==> src/usa_cfg.svh <==
// usa_cfg.svh: register offsets, field positions, reset values and timing counts
// assumes: included by bare name from the package and the modules of the serial port
`ifndef USA_CFG_SVH
`define USA_CFG_SVH

// byte offsets on the register bus
`define USA_OFS_CTRL      4'h0
`define USA_OFS_STAT      4'h4
`define USA_OFS_RXD       4'h8
`define USA_OFS_TXD       4'hC

// control register fields
`define USA_CTRL_W        18
`define USA_CTRL_RST      18'h00000
`define USA_F_MODE        0
`define USA_F_LEN7        2
`define USA_F_STOP2       3
`define USA_F_PAREN       4
`define USA_F_PARODD      5
`define USA_F_RXEN        6
`define USA_F_TXEN        7
`define USA_F_BAUD        8
`define USA_F_AD          11
`define USA_F_CSRC        12
`define USA_F_RXIE        14
`define USA_F_TXIE        15
`define USA_F_RXIOS       16
`define USA_F_TXIOS       17

// status register fields
`define USA_S_RXV         0
`define USA_S_TXE         1
`define USA_S_PE          2
`define USA_S_ORE         3
`define USA_S_FRE         4
`define USA_S_RXBUSY      5
`define USA_S_TXBUSY      6

// operating modes and bit clock sources
`define USA_MODE_ASYNC    2'h0
`define USA_MODE_MPROC    2'h1
`define USA_MODE_SYNC     2'h2
`define USA_CSRC_INT      2'h0
`define USA_CSRC_EXT      2'h1
`define USA_CSRC_TMR      2'h2

// bit timing: sixteen sample ticks per bit
`define USA_BAUD_BASE     16'h000A
`define USA_TICK_LAST     4'hF
`define USA_TICK_RISE     4'h8
`define USA_TICK_CENTRE   4'h7
`define USA_SYNC_LAST     4'h7

`endif

==> src/usa_pkg.sv <==
// usa_pkg.sv: types shared by the serial port modules
// assumes: usa_cfg.svh on the include path
package usa_pkg;
    `include "usa_cfg.svh"

    // receiver sequencer, one-hot
    typedef enum logic [2:0] {
        USA_RX_IDLE  = 3'b001,
        USA_RX_START = 3'b010,
        USA_RX_DATA  = 3'b100
    } usa_rx_st_t;

    typedef logic [1:0] usa_mode_t;
endpackage : usa_pkg

==> src/usa_buf_if.sv <==
// usa_buf_if.sv: fill and drain sides of the receive buffer
// assumes: one clock domain shared by both sides
`timescale 1ns/100ps
interface usa_buf_if #(parameter int W = 9);
    logic         in_valid;
    logic         in_ready;
    logic [W-1:0] in_data;
    logic         out_valid;
    logic         out_ready;
    logic [W-1:0] out_data;

    modport buffer (input in_valid, in_data, out_ready,
                    output in_ready, out_valid, out_data);
    modport user   (output in_valid, in_data, out_ready,
                    input in_ready, out_valid, out_data);
endinterface : usa_buf_if

==> src/usa_buf2.sv <==
// usa_buf2.sv: two-entry buffer with valid and ready on both sides
// assumes: pushes are refused while full, the filler sees in_ready low
`timescale 1ns/100ps
module usa_buf2 #(
    parameter int W = 9
) (
    // clock and reset
    input  wire logic  I_MCLK,
    input  wire logic  I_SYS_RST,
    // buffer sides
    usa_buf_if.buffer  bif
);
    import usa_pkg::*;

    typedef struct packed {
        logic [W-1:0] head;
        logic [W-1:0] tail;
        logic [1:0]   cnt;
    } usa_buf_t;

    usa_buf_t b_reg;
    usa_buf_t b_next;
    logic     push;
    logic     pop;

    // honest flags straight from the fill count
    assign bif.in_ready  = (b_reg.cnt != 2'h2);
    assign bif.out_valid = (b_reg.cnt != 2'h0);
    assign bif.out_data  = b_reg.head;
    assign push          = bif.in_valid & bif.in_ready;
    assign pop           = bif.out_ready & bif.out_valid;

    // head always holds the oldest word
    always_comb
    begin
        b_next = b_reg;
        if (pop)
        begin
            b_next.head = b_reg.tail;
        end
        if (push)
        begin
            if (b_reg.cnt == 2'h0 || (b_reg.cnt == 2'h1 && pop))
                b_next.head = bif.in_data;
            else
                b_next.tail = bif.in_data;
        end
        b_next.cnt = b_reg.cnt + {1'b0, push} - {1'b0, pop};
    end

    always_ff @(posedge I_MCLK or posedge I_SYS_RST)
    begin
        if (I_SYS_RST)
            b_reg <= '0;
        else
            b_reg <= b_next;
    end
endmodule : usa_buf2

==> src/usa_top.sv <==
// usa_top.sv: serial port with start-stop, multi-processor and clocked framing
// assumes: Avalon-MM slave on I_MCLK; line pins are asynchronous and synchronised here
// Overview of operation
// (RULE1) full duplex, clocked and start-stop framings
// (RULE2) mode field: 0 normal, 1 multi-processor, 2 clocked
// (RULE3) clocked mode: eight bits, no framing bits
// (RULE4) seven-bit length only in normal mode
// (RULE5) one or two stop bits; receiver checks first
// (RULE6) multi-processor: 8 data plus control bit 11
// (RULE7) multi-processor acts as master only
// (RULE8) eight internal baud rate settings
// (RULE9) bit clock from external pin or timer 0
// (RULE10) NRZ line, level constant per bit
// (RULE11) framing and overrun always; parity not multi-processor
// (RULE12) receive request on data or error; transmit request
// (RULE13) requests may start the transfer service instead
// (RULE14) least significant bit first everywhere
// (RULE15) start edge found, bits sampled at centre
`timescale 1ns/100ps
`include "usa_cfg.svh"
module usa_top (
    // clock and reset
    input  wire logic        I_MCLK,
    input  wire logic        I_SYS_RST,
    // avalon-mm slave
    input  wire logic [3:0]  I_AVS_ADDRESS,
    input  wire logic        I_AVS_READ,
    input  wire logic        I_AVS_WRITE,
    input  wire logic [31:0] I_AVS_WRITEDATA,
    output logic      [31:0] O_AVS_READDATA,
    output logic             O_AVS_WAITREQUEST,
    // serial line
    input  wire logic        I_SIN,
    output logic             O_SOUT,
    input  wire logic        I_SCK,
    output logic             O_SCK,
    output logic             O_SCK_OE,
    input  wire logic        I_TMR0_OUT,
    // requests
    output logic             O_RX_IRQ,
    output logic             O_TX_IRQ,
    output logic             O_RX_IOS_REQ,
    output logic             O_TX_IOS_REQ
);
    import usa_pkg::*;

    typedef struct packed {
        logic [`USA_CTRL_W-1:0] ctrl;
        logic                   waitrq;
        logic [31:0]            rdata;
        logic [2:0]             sin_s;
        logic [2:0]             sck_s;
        logic [2:0]             tmr_s;
        logic [15:0]            baud_cnt;
        logic [8:0]             tx_hold;
        logic                   tx_hold_v;
        logic [11:0]            tx_sh;
        logic [3:0]             tx_left;
        logic [3:0]             tx_cnt;
        logic                   tx_busy;
        logic                   sout;
        logic                   sck;
        logic                   sck_oe;
        usa_rx_st_t             rx_st;
        logic [9:0]             rx_sh;
        logic [3:0]             rx_left;
        logic [3:0]             rx_cnt;
        logic                   pe;
        logic                   ore;
        logic                   fre;
        logic                   rx_irq;
        logic                   tx_irq;
        logic                   rx_ios;
        logic                   tx_ios;
    } usa_state_t;

    usa_state_t  r_reg;
    usa_state_t  r_next;
    usa_buf_if #(.W(9)) rxq ();

    // receive buffer keeps two words; a third arriving while both wait is lost as an overrun
    usa_buf2 #(.W(9)) u_rxbuf (
        .I_MCLK    (I_MCLK),
        .I_SYS_RST (I_SYS_RST),
        .bif       (rxq)
    );

    // control fields
    usa_mode_t   mode;
    logic        md_sync;
    logic        nd7;
    logic        has_x;
    logic [1:0]  csrc;
    logic        ext_sync;
    logic [15:0] baud_div;
    logic        tick;
    logic        ev_mid;
    logic        ev_edge;
    logic        sin;
    logic        acc;
    logic [11:0] frame;
    logic [3:0]  frame_len;
    logic [9:0]  rx_al;
    logic [7:0]  rx_d;
    logic        rx_x;
    logic        rx_req;
    logic        push_v;
    logic [8:0]  push_d;
    logic        pop_r;

    assign mode     = r_reg.ctrl[`USA_F_MODE +: 2];
    assign md_sync  = (mode == `USA_MODE_SYNC);                       // RULE2
    assign nd7      = r_reg.ctrl[`USA_F_LEN7] && mode == `USA_MODE_ASYNC; // RULE4
    assign has_x    = (mode == `USA_MODE_MPROC)
                      || (mode == `USA_MODE_ASYNC && r_reg.ctrl[`USA_F_PAREN]);
    assign csrc     = r_reg.ctrl[`USA_F_CSRC +: 2];
    assign ext_sync = md_sync && csrc == `USA_CSRC_EXT;
    assign sin      = r_reg.sin_s[1];
    assign acc      = (I_AVS_READ | I_AVS_WRITE) & ~r_reg.waitrq;
    assign baud_div = `USA_BAUD_BASE << r_reg.ctrl[`USA_F_BAUD +: 3];   // RULE8

    // sample tick source; external sources count their rising edges
    always_comb
    begin
        unique case (csrc)
            `USA_CSRC_EXT: tick = r_reg.sck_s[1] & ~r_reg.sck_s[2];    // RULE9
            `USA_CSRC_TMR: tick = r_reg.tmr_s[1] & ~r_reg.tmr_s[2];    // RULE9
            default:       tick = (r_reg.baud_cnt == 16'h0000);
        endcase
    end

    // clocked-mode shift events: pin edges as slave, own counter as master
    always_comb
    begin
        if (ext_sync)
        begin
            ev_mid  = r_reg.sck_s[1] & ~r_reg.sck_s[2];
            ev_edge = ~r_reg.sck_s[1] & r_reg.sck_s[2];
        end
        else
        begin
            ev_mid  = tick & r_reg.tx_busy & (r_reg.tx_cnt == `USA_TICK_RISE);
            ev_edge = tick & r_reg.tx_busy & (r_reg.tx_cnt == 4'h0);
        end
    end

    // start-stop frame built lsb first: start, data, parity or address bit, stops
    always_comb
    begin
        logic [7:0] d;
        logic       xb;
        d  = nd7 ? {1'b0, r_reg.tx_hold[6:0]} : r_reg.tx_hold[7:0];
        xb = (mode == `USA_MODE_MPROC) ? r_reg.ctrl[`USA_F_AD]             // RULE6
                                       : (^d ^ r_reg.ctrl[`USA_F_PARODD]);
        frame = 12'hFFF << (nd7 ? 4'h8 : 4'h9);                          // RULE14
        if (has_x)
        begin
            frame = (frame << 1) | ({11'h000, xb} << (nd7 ? 4'h8 : 4'h9));
        end
        frame = frame | {3'h0, d, 1'b0};
        frame_len = (nd7 ? 4'h9 : 4'hA) + {3'h0, has_x}
                    + {3'h0, mode == `USA_MODE_ASYNC && r_reg.ctrl[`USA_F_STOP2]}; // RULE5
    end

    // received bits aligned down; top holds the stop bit just sampled
    always_comb
    begin
        logic [9:0] sh;
        sh    = {sin, r_reg.rx_sh[9:1]};
        rx_al = sh >> (4'hA - ((nd7 ? 4'h8 : 4'h9) + {3'h0, has_x}));
        rx_d  = nd7 ? {1'b0, rx_al[6:0]} : rx_al[7:0];
        rx_x  = nd7 ? rx_al[7] : rx_al[8];
    end

    assign rx_req = rxq.out_valid | r_reg.pe | r_reg.ore | r_reg.fre;
    assign pop_r  = acc & I_AVS_READ & (I_AVS_ADDRESS == `USA_OFS_RXD);
    assign rxq.in_valid  = push_v;
    assign rxq.in_data   = push_d;
    assign rxq.out_ready = pop_r;

    // whole next state
    always_comb
    begin
        r_next = r_reg;
        push_v = 1'b0;
        push_d = 9'h000;
        r_next.sin_s = {r_reg.sin_s[1:0], I_SIN};
        r_next.sck_s = {r_reg.sck_s[1:0], I_SCK};
        r_next.tmr_s = {r_reg.tmr_s[1:0], I_TMR0_OUT};
        r_next.baud_cnt = (r_reg.baud_cnt == 16'h0000) ? baud_div - 16'h0001
                                                       : r_reg.baud_cnt - 16'h0001;
        // bus: one wait cycle, longer while a data word waits for the holding reg
        r_next.waitrq = ~((I_AVS_READ | I_AVS_WRITE) & r_reg.waitrq
                          & ~(I_AVS_WRITE & I_AVS_ADDRESS == `USA_OFS_TXD
                              & r_reg.tx_hold_v));
        unique case (I_AVS_ADDRESS)
            `USA_OFS_CTRL: r_next.rdata = {14'h0000, r_reg.ctrl};
            `USA_OFS_STAT: r_next.rdata = {25'h0000000, r_reg.tx_busy,
                                           r_reg.rx_st != USA_RX_IDLE, r_reg.fre,
                                           r_reg.ore, r_reg.pe, ~r_reg.tx_hold_v,
                                           rxq.out_valid};
            `USA_OFS_RXD:  r_next.rdata = {23'h000000, rxq.out_data};
            default:       r_next.rdata = 32'h00000000;
        endcase
        if (acc & I_AVS_WRITE)
        begin
            unique case (I_AVS_ADDRESS)
                `USA_OFS_CTRL: r_next.ctrl = I_AVS_WRITEDATA[`USA_CTRL_W-1:0];
                `USA_OFS_STAT:
                begin
                    // write one clears; a same-cycle error set below still wins
                    r_next.pe  = r_reg.pe  & ~I_AVS_WRITEDATA[`USA_S_PE];
                    r_next.ore = r_reg.ore & ~I_AVS_WRITEDATA[`USA_S_ORE];
                    r_next.fre = r_reg.fre & ~I_AVS_WRITEDATA[`USA_S_FRE];
                end
                `USA_OFS_TXD:
                begin
                    r_next.tx_hold   = I_AVS_WRITEDATA[8:0];
                    r_next.tx_hold_v = 1'b1;
                end
                default: r_next.ctrl = r_reg.ctrl;
            endcase
        end
        // transmitter: holding register feeds the shifter (double buffer)
        if (r_reg.tx_busy && tick)
            r_next.tx_cnt = r_reg.tx_cnt + 4'h1;
        if (!r_reg.tx_busy)
        begin
            if (r_reg.tx_hold_v && r_reg.ctrl[`USA_F_TXEN])                 // RULE1
            begin
                r_next.tx_busy   = 1'b1;
                r_next.tx_hold_v = 1'b0;
                r_next.tx_cnt    = 4'h0;
                if (md_sync)
                begin
                    r_next.tx_sh   = {4'hF, r_reg.tx_hold[7:0]};            // RULE3
                    r_next.tx_left = 4'h8;
                    r_next.sout    = r_reg.tx_hold[0];
                end
                else
                begin
                    r_next.tx_sh   = frame;
                    r_next.tx_left = frame_len;
                    r_next.sout    = frame[0];                              // RULE10
                end
            end
        end
        else if (md_sync)
        begin
            if (ev_edge)
                r_next.sck = ext_sync;
            if (ev_edge && r_reg.tx_left != 4'h8)
            begin
                r_next.tx_sh = {1'b1, r_reg.tx_sh[11:1]};                   // RULE14
                r_next.sout  = r_reg.tx_sh[1];
            end
            if (ev_mid)
            begin
                r_next.sck     = 1'b1;
                r_next.tx_left = r_reg.tx_left - 4'h1;
                r_next.tx_busy = (r_reg.tx_left != 4'h1);
            end
        end
        else if (tick && r_reg.tx_cnt == `USA_TICK_LAST)
        begin
            // bit ends only after sixteen ticks: level stays whole bit time
            r_next.tx_left = r_reg.tx_left - 4'h1;                          // RULE10
            r_next.tx_sh   = {1'b1, r_reg.tx_sh[11:1]};
            r_next.sout    = (r_reg.tx_left == 4'h1) ? 1'b1 : r_reg.tx_sh[1];
            r_next.tx_busy = (r_reg.tx_left != 4'h1);
        end
        r_next.sck_oe = md_sync & ~ext_sync;
        // receiver
        if (!r_reg.ctrl[`USA_F_RXEN])
        begin
            r_next.rx_st   = USA_RX_IDLE;
            r_next.rx_left = 4'h0;
        end
        else if (md_sync)
        begin
            r_next.rx_st = USA_RX_IDLE;
            if (ev_mid)
            begin
                r_next.rx_sh   = {sin, r_reg.rx_sh[9:1]};                   // RULE14
                r_next.rx_left = r_reg.rx_left + 4'h1;
                if (r_reg.rx_left == `USA_SYNC_LAST)                        // RULE3
                begin
                    r_next.rx_left = 4'h0;
                    push_v = 1'b1;
                    push_d = {1'b0, sin, r_reg.rx_sh[9:3]};
                end
            end
        end
        else
        begin
            if (tick)
                r_next.rx_cnt = r_reg.rx_cnt + 4'h1;
            unique case (r_reg.rx_st)
                USA_RX_IDLE:
                begin
                    if (!sin && r_reg.sin_s[2])                             // RULE15
                    begin
                        r_next.rx_st  = USA_RX_START;
                        r_next.rx_cnt = 4'h0;
                    end
                end
                USA_RX_START:
                begin
                    // a start bit gone by its centre was a glitch
                    if (tick && r_reg.rx_cnt == `USA_TICK_CENTRE)           // RULE15
                    begin
                        r_next.rx_st   = sin ? USA_RX_IDLE : USA_RX_DATA;
                        r_next.rx_cnt  = 4'h0;
                        r_next.rx_left = (nd7 ? 4'h8 : 4'h9) + {3'h0, has_x};
                    end
                end
                USA_RX_DATA:
                begin
                    if (tick && r_reg.rx_cnt == `USA_TICK_LAST)             // RULE15
                    begin
                        r_next.rx_sh   = {sin, r_reg.rx_sh[9:1]};
                        r_next.rx_left = r_reg.rx_left - 4'h1;
                        if (r_reg.rx_left == 4'h1)
                        begin
                            // only the first stop bit is looked at
                            r_next.rx_st   = USA_RX_IDLE;                   // RULE5
                            r_next.rx_left = 4'h0;
                            push_v = 1'b1;
                            push_d = {mode == `USA_MODE_MPROC && rx_x, rx_d}; // RULE7
                            if (!sin)
                                r_next.fre = 1'b1;                          // RULE11
                            if (mode == `USA_MODE_ASYNC && r_reg.ctrl[`USA_F_PAREN]
                                && (^rx_d ^ rx_x) != r_reg.ctrl[`USA_F_PARODD])
                                r_next.pe = 1'b1;                           // RULE11
                        end
                    end
                end
                default: r_next.rx_st = USA_RX_IDLE;
            endcase
        end
        // a word with nowhere to go is an overrun
        if (push_v && !rxq.in_ready)
            r_next.ore = 1'b1;                                              // RULE11
        // requests go either to the core or to the transfer service
        r_next.rx_irq = rx_req & r_reg.ctrl[`USA_F_RXIE] & ~r_reg.ctrl[`USA_F_RXIOS]; // RULE12
        r_next.rx_ios = rx_req & r_reg.ctrl[`USA_F_RXIOS];                            // RULE13
        r_next.tx_irq = ~r_reg.tx_hold_v & r_reg.ctrl[`USA_F_TXEN]
                        & r_reg.ctrl[`USA_F_TXIE] & ~r_reg.ctrl[`USA_F_TXIOS];        // RULE12
        r_next.tx_ios = ~r_reg.tx_hold_v & r_reg.ctrl[`USA_F_TXEN]
                        & r_reg.ctrl[`USA_F_TXIOS];                                   // RULE13
    end

    // state register; the line idles high
    always_ff @(posedge I_MCLK or posedge I_SYS_RST)
    begin
        if (I_SYS_RST)
        begin
            r_reg        <= '0;
            r_reg.ctrl   <= `USA_CTRL_RST;
            r_reg.waitrq <= 1'b1;
            r_reg.sin_s  <= 3'b111;
            r_reg.sck_s  <= 3'b111;
            r_reg.sout   <= 1'b1;
            r_reg.sck    <= 1'b1;
            r_reg.rx_st  <= USA_RX_IDLE;
        end
        else
        begin
            r_reg <= r_next;
        end
    end

    // every output straight from the state register
    assign O_AVS_READDATA    = r_reg.rdata;
    assign O_AVS_WAITREQUEST = r_reg.waitrq;
    assign O_SOUT            = r_reg.sout;
    assign O_SCK             = r_reg.sck;
    assign O_SCK_OE          = r_reg.sck_oe;
    assign O_RX_IRQ          = r_reg.rx_irq;
    assign O_TX_IRQ          = r_reg.tx_irq;
    assign O_RX_IOS_REQ      = r_reg.rx_ios;
    assign O_TX_IOS_REQ      = r_reg.tx_ios;
endmodule : usa_top

==> config.mk <==
export PLATFORM = sky130hd
export DESIGN_NAME = usa_top
export DESIGN_NICKNAME = d
export VERILOG_FILES = /design/src/usa_pkg.sv /design/src/usa_buf_if.sv /design/src/usa_buf2.sv /design/src/usa_top.sv
export VERILOG_INCLUDE_DIRS = /design/src
export SDC_FILE = /design/constraint.sdc
export NUM_CORES = 1
export LEC_CHECK = 0
export ABC_AREA = 0
export BUFFER_PORTS_ARGS = -buffer_cell sky130_fd_sc_hd__buf_2
export CAP_MARGIN = 10
export CORE_UTILIZATION = 45
export CTS_CLUSTER_DIAMETER = 200
export DETAILED_ROUTE_END_ITERATION = 10
export PLACE_DENSITY_LB_ADDON = 0.1
export SYNTH_ARGS = -nofsm -noshare
export SYNTH_HDL_FRONTEND = slang
export SYNTH_SLANG_ARGS = --single-unit
==> constraint.sdc <==
create_clock -name I_MCLK -period 8.29 [get_ports I_MCLK]
set_input_delay 0.4145 -clock I_MCLK [delete_from_list [all_inputs] [get_ports I_MCLK]]
set_output_delay 0.4145 -clock I_MCLK [all_outputs]
set_load 0.03 [all_outputs]
# After elaboration in Yosys (flattened, before gate mapping)
# Cells that the tools add are included.
op_classes:
  div_mod_pow: 0
  n_addsub: 13
  n_bitwise: 50
  muxes: 84
  n_shift: 4
  n_reduce_logical: 44
  n_mul: 0
  magnitude_cmp: 0
  n_eq_ne: 33
op_table:
  columns: ["op", "n"]
  rows:
  - ["$mux W16", 5]
  - ["$mux W9", 8]
  - ["$pmux W18 S3", 1]
  - ["$mux W8", 5]
  - ["$mux W1", 34]
  - ["$mux W17", 2]
  - ["$mux W4", 8]
  - ["$sub A16 B1 Y16 const B", 2]
  - ["$and A1 B1 Y1", 27]
  - ["$mux W12", 2]
  - ["$mux W23", 1]
  - ["$mux W3", 7]
  - ["$eq A4 B4 Y1 const B", 5]
  - ["$ne A4 B4 Y1 const B", 5]
  - ["$mux W18", 1]
  - ["$logic_not A16 Y1", 1]
  - ["$pmux W4 S2", 2]
  - ["$reduce_xor A8 Y1", 2]
  - ["$shl A4 B3 Y16 const A", 1]
  - ["$logic_and A1 B1 Y1", 15]
  - ["$not A1 Y1", 15]
  - ["$mux W14", 1]
  - ["$reduce_bool A2 Y1", 7]
  - ["$add A4 B1 Y4", 3]
  - ["36 further kinds", 68]
word_totals:
  out_inout_bits: 40
  latch_bits: 0
  rom_bits: 0
  ram_bits: 0
  word_cells: 258
  register_bits: 157
  memories: 0

# Longest topological paths before layout
# Gate-level depths: netlist (run 1).
logic_depth:
  depth_word: 17
  ltp_mapped: 13
  depth_no_buf: 11

# By module
# A second synthesis (run 1) with hierarchy kept.
hier_totals:
  cells_unflattened: 699
  area_unflattened_um2: 7677.4
by_module_without_submodules:
  columns: ["module", "cells_per_inst", "instances", "area_each_um2"]
  rows:
  - ["usa_top", 627, 1, 6692.7]
  - ["usa_buf2", 72, 1, 984.7]

# Least setup slack after synthesis (run 1)
# No wires, ideal clock.
synth_path:
  path_type: "register -> register"
  start: "register r_reg (netlist bit mode[0])"
  end: "register r_reg[6] (netlist bit)"
  n_path_buf: 4
  arrival_time_ns: 3.272
  setup_slack_ns: 4.884
  stages_incl_launch_ff: 12
  path_cell_list: "dfrtp_1 clkbuf_1 or3b_2 clkbuf_1 ha_1 buf_1 clkbuf_1 mux4_2 xnor2_1 mux2_2 o2111ai_1 o211ai_1"
synth_lines:
  columns: ["element", "line", "text"]
  rows:
  - ["start, declared", "usa_top.sv:77", "usa_state_t r_reg;"]
  - ["start signal, assigned", "usa_top.sv:369", "r_reg <= r_next;"]

==> results of run 1 <==
-- metal layers --
metal | global-route usage, % | share of wire, % | wire (um)
met5 | 0 | 0 | 0
met1 | 30.6 | 50 | 8750
met2 | 32.2 | 45 | 8000
met4 | 5.49 | 0.73 | 129
met3 | 4.81 | 4.0 | 707
-- final cells by class --
cell class	instances	area [um2]	share of cell area, %
clock buffers	23	478	5.64
clock inverters	9	85.1	1.00
inverters	25	98.8	1.17
multi-input cells	520	3680	43.4
flip-flops and latches	141	3540	41.8
well taps	220	275	3.25
repair buffers	60	315	3.72
-- worst reg2reg max path, stage by stage, from the launching register on --
cell                        delay [ps]
sky130_fd_sc_hd__dfrtp_1           530
sky130_fd_sc_hd__or3b_2            640
sky130_fd_sc_hd__ha_1              850
sky130_fd_sc_hd__mux2_2            410
sky130_fd_sc_hd__a211oi_1          220
sky130_fd_sc_hd__a21oi_1           100
sky130_fd_sc_hd__xnor2_1           220
sky130_fd_sc_hd__mux2_2            370
sky130_fd_sc_hd__o2111ai_1         190
sky130_fd_sc_hd__o211ai_1          110
-- stage by stage --
stage | util (%) | std cells | worst slack (ps)
global placement | 47.7 | 966 | 4580
detailed placement | 47.7 | 966 | 4550
floorplan | - | 753 | 4110
CTS | 51.1 | 998 | 4520
global route | 51.1 | 998 | 4250
finish | 51.1 | 998 | 4500
-- kinds of logic after synthesis --
family          share of synthesized area, %
compound gates                          16.4
xor+xnor                                3.85
fa+ha+maj                               2.72
buf+inv                                 6.22
flops                                   46.3
mux                                     9.91
other cells                           0.0491
simple gates                            14.5
-- power by group --
part           total (mW)  leakage [nW]  switching (mW)  internal, mW
logic               0.579          1.74           0.336         0.243
clock network       0.728         0.270           0.291         0.437
registers           0.972          1.76           0.146         0.826
-- worst max path at each step --
stage | endpoint | slack [ps] | depth (start not counted)
after detailed placement | r_reg[6]$_DFF_PP0_ | 4550 | 9
after CTS | r_reg[6]$_DFF_PP0_ | 4520 | 9
after global placement | r_reg[6]$_DFF_PP0_ | 4580 | 9
after global routing | r_reg[6]$_DFF_PP0_ | 4250 | 9
after floorplan | O_AVS_READDATA[0]$_DFF_PP0_ | 4110 | 1
final | r_reg[6]$_DFF_PP0_ | 4500 | 9
-- placed cells by master (no fill, tap or decap), drive strengths merged, types with 4 or more instances in the layout --
cell    instances
conb           14
nand2b          8
or2             6
clkbuf         23
a221oi          7
a22oi          15
mux2i          25
nor2           45
xnor2          22
xor2            9
mux4            4
a31oi           8
and2           14
a211oi          4
a21o            7
o311ai          4
a21oi          54
buf            60
ha             15
nand2          60
and3            8
dfrtp         131
nand3          13
or3             5
nor3           18
o31ai          14
nand4           5
mux2           37
dfstp          10
o21ai          29
a22o            9
nor4            4
nor3b           8
nand3b          6
inv            27
==> results_tabular.tex, run 1 <==
\begin{tabular}{lr}
\hline
Metric & Value \\
\hline
\multicolumn{2}{l}{\textbf{Floorplan}} \\
Die X-Extent & 132 um \\
Count of pins on the block boundary & 83 \\
Die Footprint & 17500 um2 \\
Starting density of the core & 46.1\% \\
Area of the core & 16600 um2 \\
Std cell rows & 47 \\
Vertical extent of the die & 132 um \\
\multicolumn{2}{l}{\textbf{Clock network}} \\
TritonCTS clock tree & done \\
Number of buffers added for setup after CTS & 0 \\
Post-CTS Hold Fix Bufs & 0 \\
Htree depth & 4 \\
CTS root buffer & sky130\_fd\_sc\_hd\_\_clkbuf\_16 \\
Total of cells resized after clock tree synthesis & 0 \\
Worst skew pair latency & 420 ps \\
Clock edge transition at the registers on the reported setup and hold paths & 60 ps \\
Clock buffer depth & 2 \\
Clock sink count & 141 \\
Number of clock buffers inserted by TritonCTS & 17 \\
\multicolumn{2}{l}{\textbf{Timing}} \\
Unrepaired setup endpoints after global routing & no \\
Final setup vio count & 0 \\
Final cycle utilization of the critical path & 45.8\% \\
Setup TNS & 0 ps \\
Final number of max-transition violations & 0 \\
Highest clock frequency the design can meet & 264 MHz \\
Clock Skew & 8.87 ps \\
Max-Slew Margin vs Limit & 21.1\% \\
Number of hold-slack violations in the final timing report & 0 \\
Hold Slack & 93.7 ps \\
Crit path time final & 3790 ps \\
Least-Margin Pin Slew & 1180 ps \\
\multicolumn{2}{l}{\textbf{Logic synthesis}} \\
Count of different cell masters after synthesis & 78 \\
Register area share after synthesis & 46.3\% \\
Syn Inst Count & 740 \\
Synth top cells by count & sky130\_fd\_sc\_hd\_\_dfrtp\_1, sky130\_fd\_sc\_hd\_\_nand2\_1, sky130\_fd\_sc\_hd\_\_a21oi\_1, sky130\_fd\_sc\_hd\_\_nor2\_1, sky130\_fd\_sc\_hd\_\_mux2\_2 \\
Yosys warning total & 0 \\
Share of the synthesized area in the top cell type & 42.9\% \\
Cell with the most instances after synthesis & sky130\_fd\_sc\_hd\_\_dfrtp\_1 \\
Largest area contributor in the netlist & sky130\_fd\_sc\_hd\_\_dfrtp\_1 \\
Share of flip-flops with an asynchronous set or reset & 100\% \\
Main synth FF type & sky130\_fd\_sc\_hd\_\_dfrtp\_1 \\
Mean area per synthesized cell & 10.3 um2 \\
Top post-synthesis cells by area & sky130\_fd\_sc\_hd\_\_dfrtp\_1, sky130\_fd\_sc\_hd\_\_mux2\_2, sky130\_fd\_sc\_hd\_\_a21oi\_1, sky130\_fd\_sc\_hd\_\_dfstp\_2, sky130\_fd\_sc\_hd\_\_mux2i\_1 \\
Number of enable flip-flop cells after synthesis & 0 \\
Flip-flop and latch count after synthesis & 141 \\
Total standard cell area after synthesis & 7640 um2 \\
\multicolumn{2}{l}{\textbf{Run}} \\
Maxcap violations & 0 \\
\multicolumn{2}{l}{\textbf{Cells and area}} \\
Net count, final & 824 \\
Share of layout cells above drive strength 1 & 21.2\% \\
Filler cell count in the final layout & 1538 \\
Total non-filler cell area in the finished layout & 8470 um2 \\
Inserted Diodes & 0 \\
Area growth from synthesis to final layout & 10.9\% \\
Flip-flop count of the largest register after layout & 85 \\
\multicolumn{2}{l}{\textbf{Min path}} \\
Worst Hold Depth & 1 \\
Min-Delay Startpoint & I\_SCK \\
Sink of the worst hold path & r\_next[82]\$\_DFF\_PP1\_ \\
Path type of the worst min-delay path & input port to flop \\
\multicolumn{2}{l}{\textbf{Critical path}} \\
Arr. time, crit path & 4080 ps \\
CP Cell Sequence & or3b\_2, ha\_1, mux2\_2, a211oi\_1, a21oi\_1, xnor2\_1, mux2\_2, o2111ai\_1, o211ai\_1 \\
Critical Path Source Type & flop \\
R2r worst-path depth & 9 \\
Worst setup EP type & flop \\
Crit Path Max Fanout & 21 \\
Most common cell on crit path & sky130\_fd\_sc\_hd\_\_mux2\_2 \\
Buffers \& Inverters on Critical Path & 0 \\
Required time of the critical path & 8580 ps \\
Setup Crit Path Kind & flop to flop \\
Maximum cell stage delay along the critical path & 850 ps \\
Family with the most delay on the worst path & adder cells \\
Capture instance of the worst register-to-register path & r\_reg[6]\$\_DFF\_PP0\_ \\
Crit Reg-Reg Startpoint & mode[0]\$\_DFFE\_PP0P\_ \\
Beginning of the critical path & mode[0]\$\_DFFE\_PP0P\_ \\
Max stage delay cell, worst path & sky130\_fd\_sc\_hd\_\_ha\_1 \\
R2R Setup Slk & 4500 ps \\
\multicolumn{2}{l}{\textbf{Detailed routing}} \\
Routed Wire Length & 17.6 mm \\
Final routed DRC violation total & 0 \\
Total iterations of the first detailed-routing run & 5 \\
Iteration-0 DRC Markers & 328 \\
Total number of vias & 5626 \\
Post-route ant nets & 0 \\
Per-cell routed wire length & 17.6 um \\
Via density per instance & 5.64 \\
\multicolumn{2}{l}{\textbf{Power and ir drop}} \\
Power per standard cell area & 269 nW/um2 \\
Leakage power of the design & 3.77 nW \\
Design Power & 2.28 mW \\
Maximum resistive drop on vdd & 0.157 mV \\
\multicolumn{2}{l}{\textbf{Global route}} \\
Maximum number of pins on one net before global-route repair & 92 \\
GRT overflow & 0 \\
Initial antenna violation count & 0 \\
Number of global-route vias before repair & 5463 \\
Wire length of the first global-routing pass & 29.0 mm \\
Global Route Usage Sum & 21.2\% \\
\multicolumn{2}{l}{\textbf{Outcome}} \\
Result of the run & complete, no violations \\
\multicolumn{2}{l}{\textbf{Place}} \\
Count of port buffers added during placement & 54 \\
Final weighted congestion of routability-driven global placement & 0.802 \\
Half-perimeter wire length after placement & 12.3 mm \\
Placed standard-cell area & 7910 um2 \\
\hline
\end{tabular}
Note: power is estimated with default switching activity, not from simulation.
==> run 2, diff against run 1 <==
- clock period: 8.29 -> 3.63 ns (I/O delays scaled with it)
==> results_tabular.tex, run 2 (same netlist as run 1, synthesis figures left out) <==
\begin{tabular}{lr}
\hline
Metric & Value \\
\hline
\multicolumn{2}{l}{\textbf{Cells and area}} \\
Share of layout cells above drive strength 1 & 22.1\% \\
Filler cell count in the final layout & 1542 \\
Commonest cells after routing, fill and taps aside & sky130\_fd\_sc\_hd\_\_dfrtp\_1, sky130\_fd\_sc\_hd\_\_nand2\_1, sky130\_fd\_sc\_hd\_\_buf\_2, sky130\_fd\_sc\_hd\_\_a21oi\_1, sky130\_fd\_sc\_hd\_\_nor2\_1 \\
Net count, final & 853 \\
Inserted Diodes & 0 \\
Flip-flop count of the largest register after layout & 85 \\
Commonest non-fill, non-tap cell in the layout & sky130\_fd\_sc\_hd\_\_dfrtp\_1 \\
Area growth from synthesis to final layout & 14.0\% \\
\multicolumn{2}{l}{\textbf{Run}} \\
Maxcap violations & 0 \\
\multicolumn{2}{l}{\textbf{Critical path}} \\
Most common cell on crit path & sky130\_fd\_sc\_hd\_\_or4\_4 \\
Arr. time, crit path & 3620 ps \\
Beginning of the critical path & r\_reg[73]\$\_DFF\_PP0\_ \\
Maximum cell stage delay along the critical path & 570 ps \\
Worst setup EP type & flop \\
Max stage delay cell, worst path & sky130\_fd\_sc\_hd\_\_or4\_4 \\
Crit Path Max Fanout & 16 \\
CP Cell Sequence & or4\_4, or4\_4, o21a\_1, a21oi\_1, o21ai\_1, a211o\_1, mux2i\_1 \\
Buffers \& Inverters on Critical Path & 0 \\
Critical Path Source Type & flop \\
Crit Reg-Reg Startpoint & r\_reg[73]\$\_DFF\_PP0\_ \\
Family with the most delay on the worst path & compound AO/OA/AOI/OAI gates \\
Setup Crit Path Kind & flop to flop \\
Required time of the critical path & 3910 ps \\
\multicolumn{2}{l}{\textbf{Timing}} \\
Clock Skew & 10.6 ps \\
Max-Slew Margin vs Limit & 33.6\% \\
Highest clock frequency the design can meet & 300 MHz \\
Final number of max-transition violations & 0 \\
Final setup vio count & 0 \\
Setup TNS & 0 ps \\
Least-Margin Pin Slew & 994 ps \\
Final cycle utilization of the critical path & 91.9\% \\
Unrepaired setup endpoints after global routing & no \\
Hold Slack & 19.8 ps \\
Number of hold-slack violations in the final timing report & 0 \\
Crit path time final & 3340 ps \\
\multicolumn{2}{l}{\textbf{Global route}} \\
Number of global-route vias before repair & 5657 \\
Wire length of the first global-routing pass & 29.8 mm \\
Global Route Usage Sum & 21.8\% \\
Initial antenna violation count & 0 \\
Maximum number of pins on one net before global-route repair & 55 \\
GRT overflow & 0 \\
\multicolumn{2}{l}{\textbf{Clock network}} \\
Clock sink count & 141 \\
Clock buffer depth & 2 \\
Clock edge transition at the registers on the reported setup and hold paths & 60 ps \\
TritonCTS clock tree & done \\
Htree depth & 4 \\
CTS root buffer & sky130\_fd\_sc\_hd\_\_clkbuf\_16 \\
Number of clock buffers inserted by TritonCTS & 17 \\
Number of buffers added for setup after CTS & 0 \\
Worst skew pair latency & 430 ps \\
Total of cells resized after clock tree synthesis & 0 \\
\multicolumn{2}{l}{\textbf{Place}} \\
Final weighted congestion of routability-driven global placement & 0.795 \\
Count of port buffers added during placement & 54 \\
Half-perimeter wire length after placement & 12.9 mm \\
\multicolumn{2}{l}{\textbf{Detailed routing}} \\
Iteration-0 DRC Markers & 462 \\
Total iterations of the first detailed-routing run & 5 \\
Final routed DRC violation total & 0 \\
Via density per instance & 5.57 \\
Total number of vias & 5722 \\
Routed Wire Length & 17.9 mm \\
Post-route ant nets & 0 \\
Per-cell routed wire length & 17.5 um \\
\multicolumn{2}{l}{\textbf{Floorplan}} \\
Area of the core & 16600 um2 \\
Vertical extent of the die & 132 um \\
Starting density of the core & 46.1\% \\
Die X-Extent & 132 um \\
Die Footprint & 17500 um2 \\
Std cell rows & 47 \\
Count of pins on the block boundary & 83 \\
\multicolumn{2}{l}{\textbf{Power and ir drop}} \\
Clock network power share & 30.2\% \\
Fraction of power consumed by combinational cells & 27.0\% \\
Int Power & 3.37 mW \\
Power per standard cell area & 594 nW/um2 \\
Maximum resistive drop on vdd & 0.443 mV \\
Relative contribution of sequential cells to total power & 42.8\% \\
Leakage power of the design & 3.88 nW \\
Sw frac & 34.9\% \\
Switching power of the nets & 1.81 mW \\
\multicolumn{2}{l}{\textbf{Min path}} \\
Path type of the worst min-delay path & input port to flop \\
Min-Delay Startpoint & I\_AVS\_WRITEDATA[11] \\
\multicolumn{2}{l}{\textbf{Outcome}} \\
Result of the run & complete, no violations \\
\hline
\end{tabular}
-- run 2: changes by cell type in the layout (fill, tap and decap cells not counted), sizes merged --
cell         before  now
dlygate4sd3       0   17
buf              60   72
clkbuf           23   19
clkinv            3    7
clkinvlp          3    5
bufinv            1    0
inv              27   26
-- run 2: area by class of cell --
type / count / area (um2) / area share [%]
flip-flops and latches: 141 / 3540 / 40.7
clock buffers: 19 / 433 / 4.97
multi-input cells: 520 / 3680 / 42.3
repair buffers: 89 / 588 / 6.75
inverters: 25 / 97.6 / 1.12
well taps: 220 / 275 / 3.16
clock inverters: 13 / 93.8 / 1.08
-- run 2: what timing repair did --
| item | CTS | global route |
|---|---|---|
| endpoints found under the setup margin | 0 | 0 |
| endpoints found under the hold margin | 25 | 2 |
| hold buffers | 15 | 2 |
-- run 2: final timing paths --
kind / to / slack, ps / cells after the start
max: u_rxbuf.bif.out_data[0]$_DFF_PP0_ / 290 / 7
min: r_reg[131]$_DFFE_PP0P_ / 20 / 2
max reg2reg: u_rxbuf.bif.out_data[0]$_DFF_PP0_ / 290 / 7
min reg2reg: r_next[86]$_DFF_PP1_ / 350 / 0
max in group asynchronous: O_AVS_WAITREQUEST$_DFF_PP1_ / 2150 / 4
min in group asynchronous: u_rxbuf.b_reg[10]$_DFFE_PP0P_ / 520 / 3
-- run 2: stage by stage --
| step | std cells | power [mW] | util (%) | setup WS [ps] | cell area, um2 |
|---|---|---|---|---|---|
| 6_report | 1027 | 5.17 | 52.5 | 292 | 8710 |
| 5_1_grt | 1027 | 5.47 | 52.5 | 125 | 8710 |
| 4_1_cts | 1025 | 5.21 | 52.4 | 285 | 8690 |
| 3_5_place_dp | 978 | 3.61 | 48.3 | 297 | 8010 |
| 3_3_place_gp | 978 | 3.57 | 48.3 | 341 | 8010 |
| 2_1_floorplan | 753 | 3.24 | - | 224 | 7690 |
-- run 2: power by group through the flow --
stage          Combinational [mW]  Sequential (mW)  Clock (mW)
2_1_floorplan                1.08             2.16           0
3_3_place_gp                 1.35             2.22           0
3_5_place_dp                 1.38             2.23           0
4_1_cts                      1.40             2.21        1.59
5_1_grt                      1.54             2.26        1.67
6_report                     1.40             2.21        1.56
-- run 2: routing by layer --
layer | vias to the layer above | part of all wire, % | global-route usage [%] | wire, um
met4 | 0 | 0.99 | 6.19 | 177
met2 | 125 | 45 | 32.4 | 8070
met3 | 11 | 3.8 | 5.00 | 688
met5 | - | 0 | 0 | 0
met1 | 2842 | 50 | 31.7 | 9000
li1 | 2744 | - | - | -
==> run 3, diff against run 2 <==
- CORE_ASPECT_RATIO: unset -> 0.6
==> results_tabular.tex, run 3 (same netlist as run 1, synthesis figures left out) <==
\begin{tabular}{lr}
\hline
Metric & Value \\
\hline
\multicolumn{2}{l}{\textbf{Clock network}} \\
CTS root buffer & sky130\_fd\_sc\_hd\_\_clkbuf\_16 \\
Clock buffer depth & 2 \\
Total of cells resized after clock tree synthesis & 0 \\
Number of clock buffers inserted by TritonCTS & 17 \\
Clock edge transition at the registers on the reported setup and hold paths & 60 ps \\
Clock sink count & 141 \\
Worst skew pair latency & 420 ps \\
TritonCTS clock tree & done \\
Htree depth & 4 \\
\multicolumn{2}{l}{\textbf{Cells and area}} \\
Inserted Diodes & 0 \\
Area growth from synthesis to final layout & 15.0\% \\
Commonest cells after routing, fill and taps aside & sky130\_fd\_sc\_hd\_\_dfrtp\_1, sky130\_fd\_sc\_hd\_\_nand2\_1, sky130\_fd\_sc\_hd\_\_buf\_2, sky130\_fd\_sc\_hd\_\_a21oi\_1, sky130\_fd\_sc\_hd\_\_nor2\_1 \\
Final cell utilization of the core & 53.6\% \\
Flip-flop count of the largest register after layout & 85 \\
Net count, final & 852 \\
Share of layout cells above drive strength 1 & 22.5\% \\
Commonest non-fill, non-tap cell in the layout & sky130\_fd\_sc\_hd\_\_dfrtp\_1 \\
Filler cell count in the final layout & 1459 \\
\multicolumn{2}{l}{\textbf{Run}} \\
Maxcap violations & 0 \\
\multicolumn{2}{l}{\textbf{Timing}} \\
Clock Skew & 10.4 ps \\
Number of hold-slack violations in the final timing report & 0 \\
Final setup vio count & 0 \\
Hold Slack & 18.3 ps \\
Least-Margin Pin Slew & 883 ps \\
Unrepaired setup endpoints after global routing & no \\
Max-Slew Margin vs Limit & 41.0\% \\
Final number of max-transition violations & 0 \\
Crit path time final & 3280 ps \\
Setup TNS & 0 ps \\
Final cycle utilization of the critical path & 90.4\% \\
Highest clock frequency the design can meet & 305 MHz \\
Final setup margin & 349 ps \\
\multicolumn{2}{l}{\textbf{Power and ir drop}} \\
Maximum resistive drop on vdd & 0.384 mV \\
Power per standard cell area & 621 nW/um2 \\
Design Power & 5.46 mW \\
Leakage power of the design & 3.92 nW \\
\multicolumn{2}{l}{\textbf{Critical path}} \\
R2r worst-path depth & 7 \\
Setup Crit Path Kind & flop to flop \\
Crit Reg-Reg Startpoint & r\_reg[73]\$\_DFF\_PP0\_ \\
Maximum cell stage delay along the critical path & 600 ps \\
CP Cell Sequence & or4\_4, or4\_4, o21a\_1, a21oi\_1, o21ai\_1, a211o\_1, mux2i\_1 \\
Capture instance of the worst register-to-register path & u\_rxbuf.bif.out\_data[7]\$\_DFF\_PP0\_ \\
Arr. time, crit path & 3560 ps \\
Worst setup EP type & flop \\
Required time of the critical path & 3910 ps \\
Max stage delay cell, worst path & sky130\_fd\_sc\_hd\_\_or4\_4 \\
Beginning of the critical path & r\_reg[73]\$\_DFF\_PP0\_ \\
Critical Path Source Type & flop \\
Crit Path Max Fanout & 9 \\
Most common cell on crit path & sky130\_fd\_sc\_hd\_\_or4\_4 \\
R2R Setup Slk & 350 ps \\
Setup crit end & u\_rxbuf.bif.out\_data[7]\$\_DFF\_PP0\_ \\
\multicolumn{2}{l}{\textbf{Min path}} \\
Worst Hold Depth & 2 \\
Path type of the worst min-delay path & input port to flop \\
\multicolumn{2}{l}{\textbf{Place}} \\
Half-perimeter wire length after placement & 13.3 mm \\
Pre-CTS setup slack & 380 ps \\
Count of port buffers added during placement & 54 \\
Final weighted congestion of routability-driven global placement & 0.836 \\
\multicolumn{2}{l}{\textbf{Global route}} \\
Number of global-route vias before repair & 5639 \\
Global Route Usage Sum & 22.8\% \\
Maximum number of pins on one net before global-route repair & 66 \\
Wire length of the first global-routing pass & 30.3 mm \\
GRT overflow & 0 \\
Initial antenna violation count & 0 \\
\multicolumn{2}{l}{\textbf{Detailed routing}} \\
Final routed DRC violation total & 0 \\
Per-cell routed wire length & 18.1 um \\
Routed Wire Length & 18.7 mm \\
Total number of vias & 5824 \\
Via density per instance & 5.63 \\
Post-route ant nets & 0 \\
Total iterations of the first detailed-routing run & 5 \\
Iteration-0 DRC Markers & 419 \\
\multicolumn{2}{l}{\textbf{Floorplan}} \\
Die Footprint & 17500 um2 \\
Area of the core & 16400 um2 \\
Std cell rows & 36 \\
Die X-Extent & 170 um \\
Vertical extent of the die & 103 um \\
Count of pins on the block boundary & 83 \\
Starting density of the core & 46.6\% \\
\multicolumn{2}{l}{\textbf{Outcome}} \\
Result of the run & complete, no violations \\
\hline
\end{tabular}
## run 3: critical path: cells and delay by family, from the launching register on
kind | cells | cell delay, ps
simple gates | 2 | 1170
mux | 1 | 200
compound gates | 4 | 1350
flops | 1 | 420
## run 3: stage by stage
stage | std cells | cell area (um2)
CTS | 1034 | 8790
detailed placement | 988 | 8040
floorplan | 753 | 7690
global placement | 988 | 8040
global route | 1034 | 8790
finish | 1034 | 8790
## run 3: timing repair
item / 4_1_cts / 5_1_grt
hold endpoints to repair: 45 / 0
hold buffers: 14 / 0
setup buffers: 0 / 0
## run 3: worst min path at each step
stage	from	end	slack [ps]
2_1_floorplan	I_SCK	r_next[82]$_DFF_PP1_	190
3_3_place_gp	I_SCK	r_next[82]$_DFF_PP1_	290
3_5_place_dp	I_SCK	r_next[82]$_DFF_PP1_	290
4_1_cts	I_AVS_WRITEDATA[13]	csrc[1]$_DFFE_PP0P_	4
5_1_grt	I_AVS_WRITEDATA[11]	r_reg[131]$_DFFE_PP0P_	10
6_report	I_AVS_WRITEDATA[11]	r_reg[131]$_DFFE_PP0P_	20
## run 3: where the power goes
part,leakage (nW),internal [mW],total (mW),switching [mW]
Sequential,1.76,1.89,2.21,0.320
Combinational,1.86,0.617,1.43,0.817
Clock,0.290,1.09,1.82,0.726
Total,3.92,3.60,5.46,1.86
## run 3: layout make-up
type,instances,area (um2),area share [%]
Clock buffer,18,429,4.88
Clock inverter,14,181,2.06
Inverter,25,97.6,1.11
Multi-Input combinational cell,520,3680,41.9
Sequential cell,141,3540,40.3
Tap cell,228,285,3.25
Timing Repair Buffer,88,573,6.52
## run 3: layer usage
metal / GRT usage [%] / vias up / wire, um
li1: - / 2726 / -
met1: 33.7 / 2889 / 9450
met2: 33.4 / 184 / 7970
met3: 4.49 / 25 / 1000
met4: 7.69 / 0 / 252
met5: 0 / - / 0
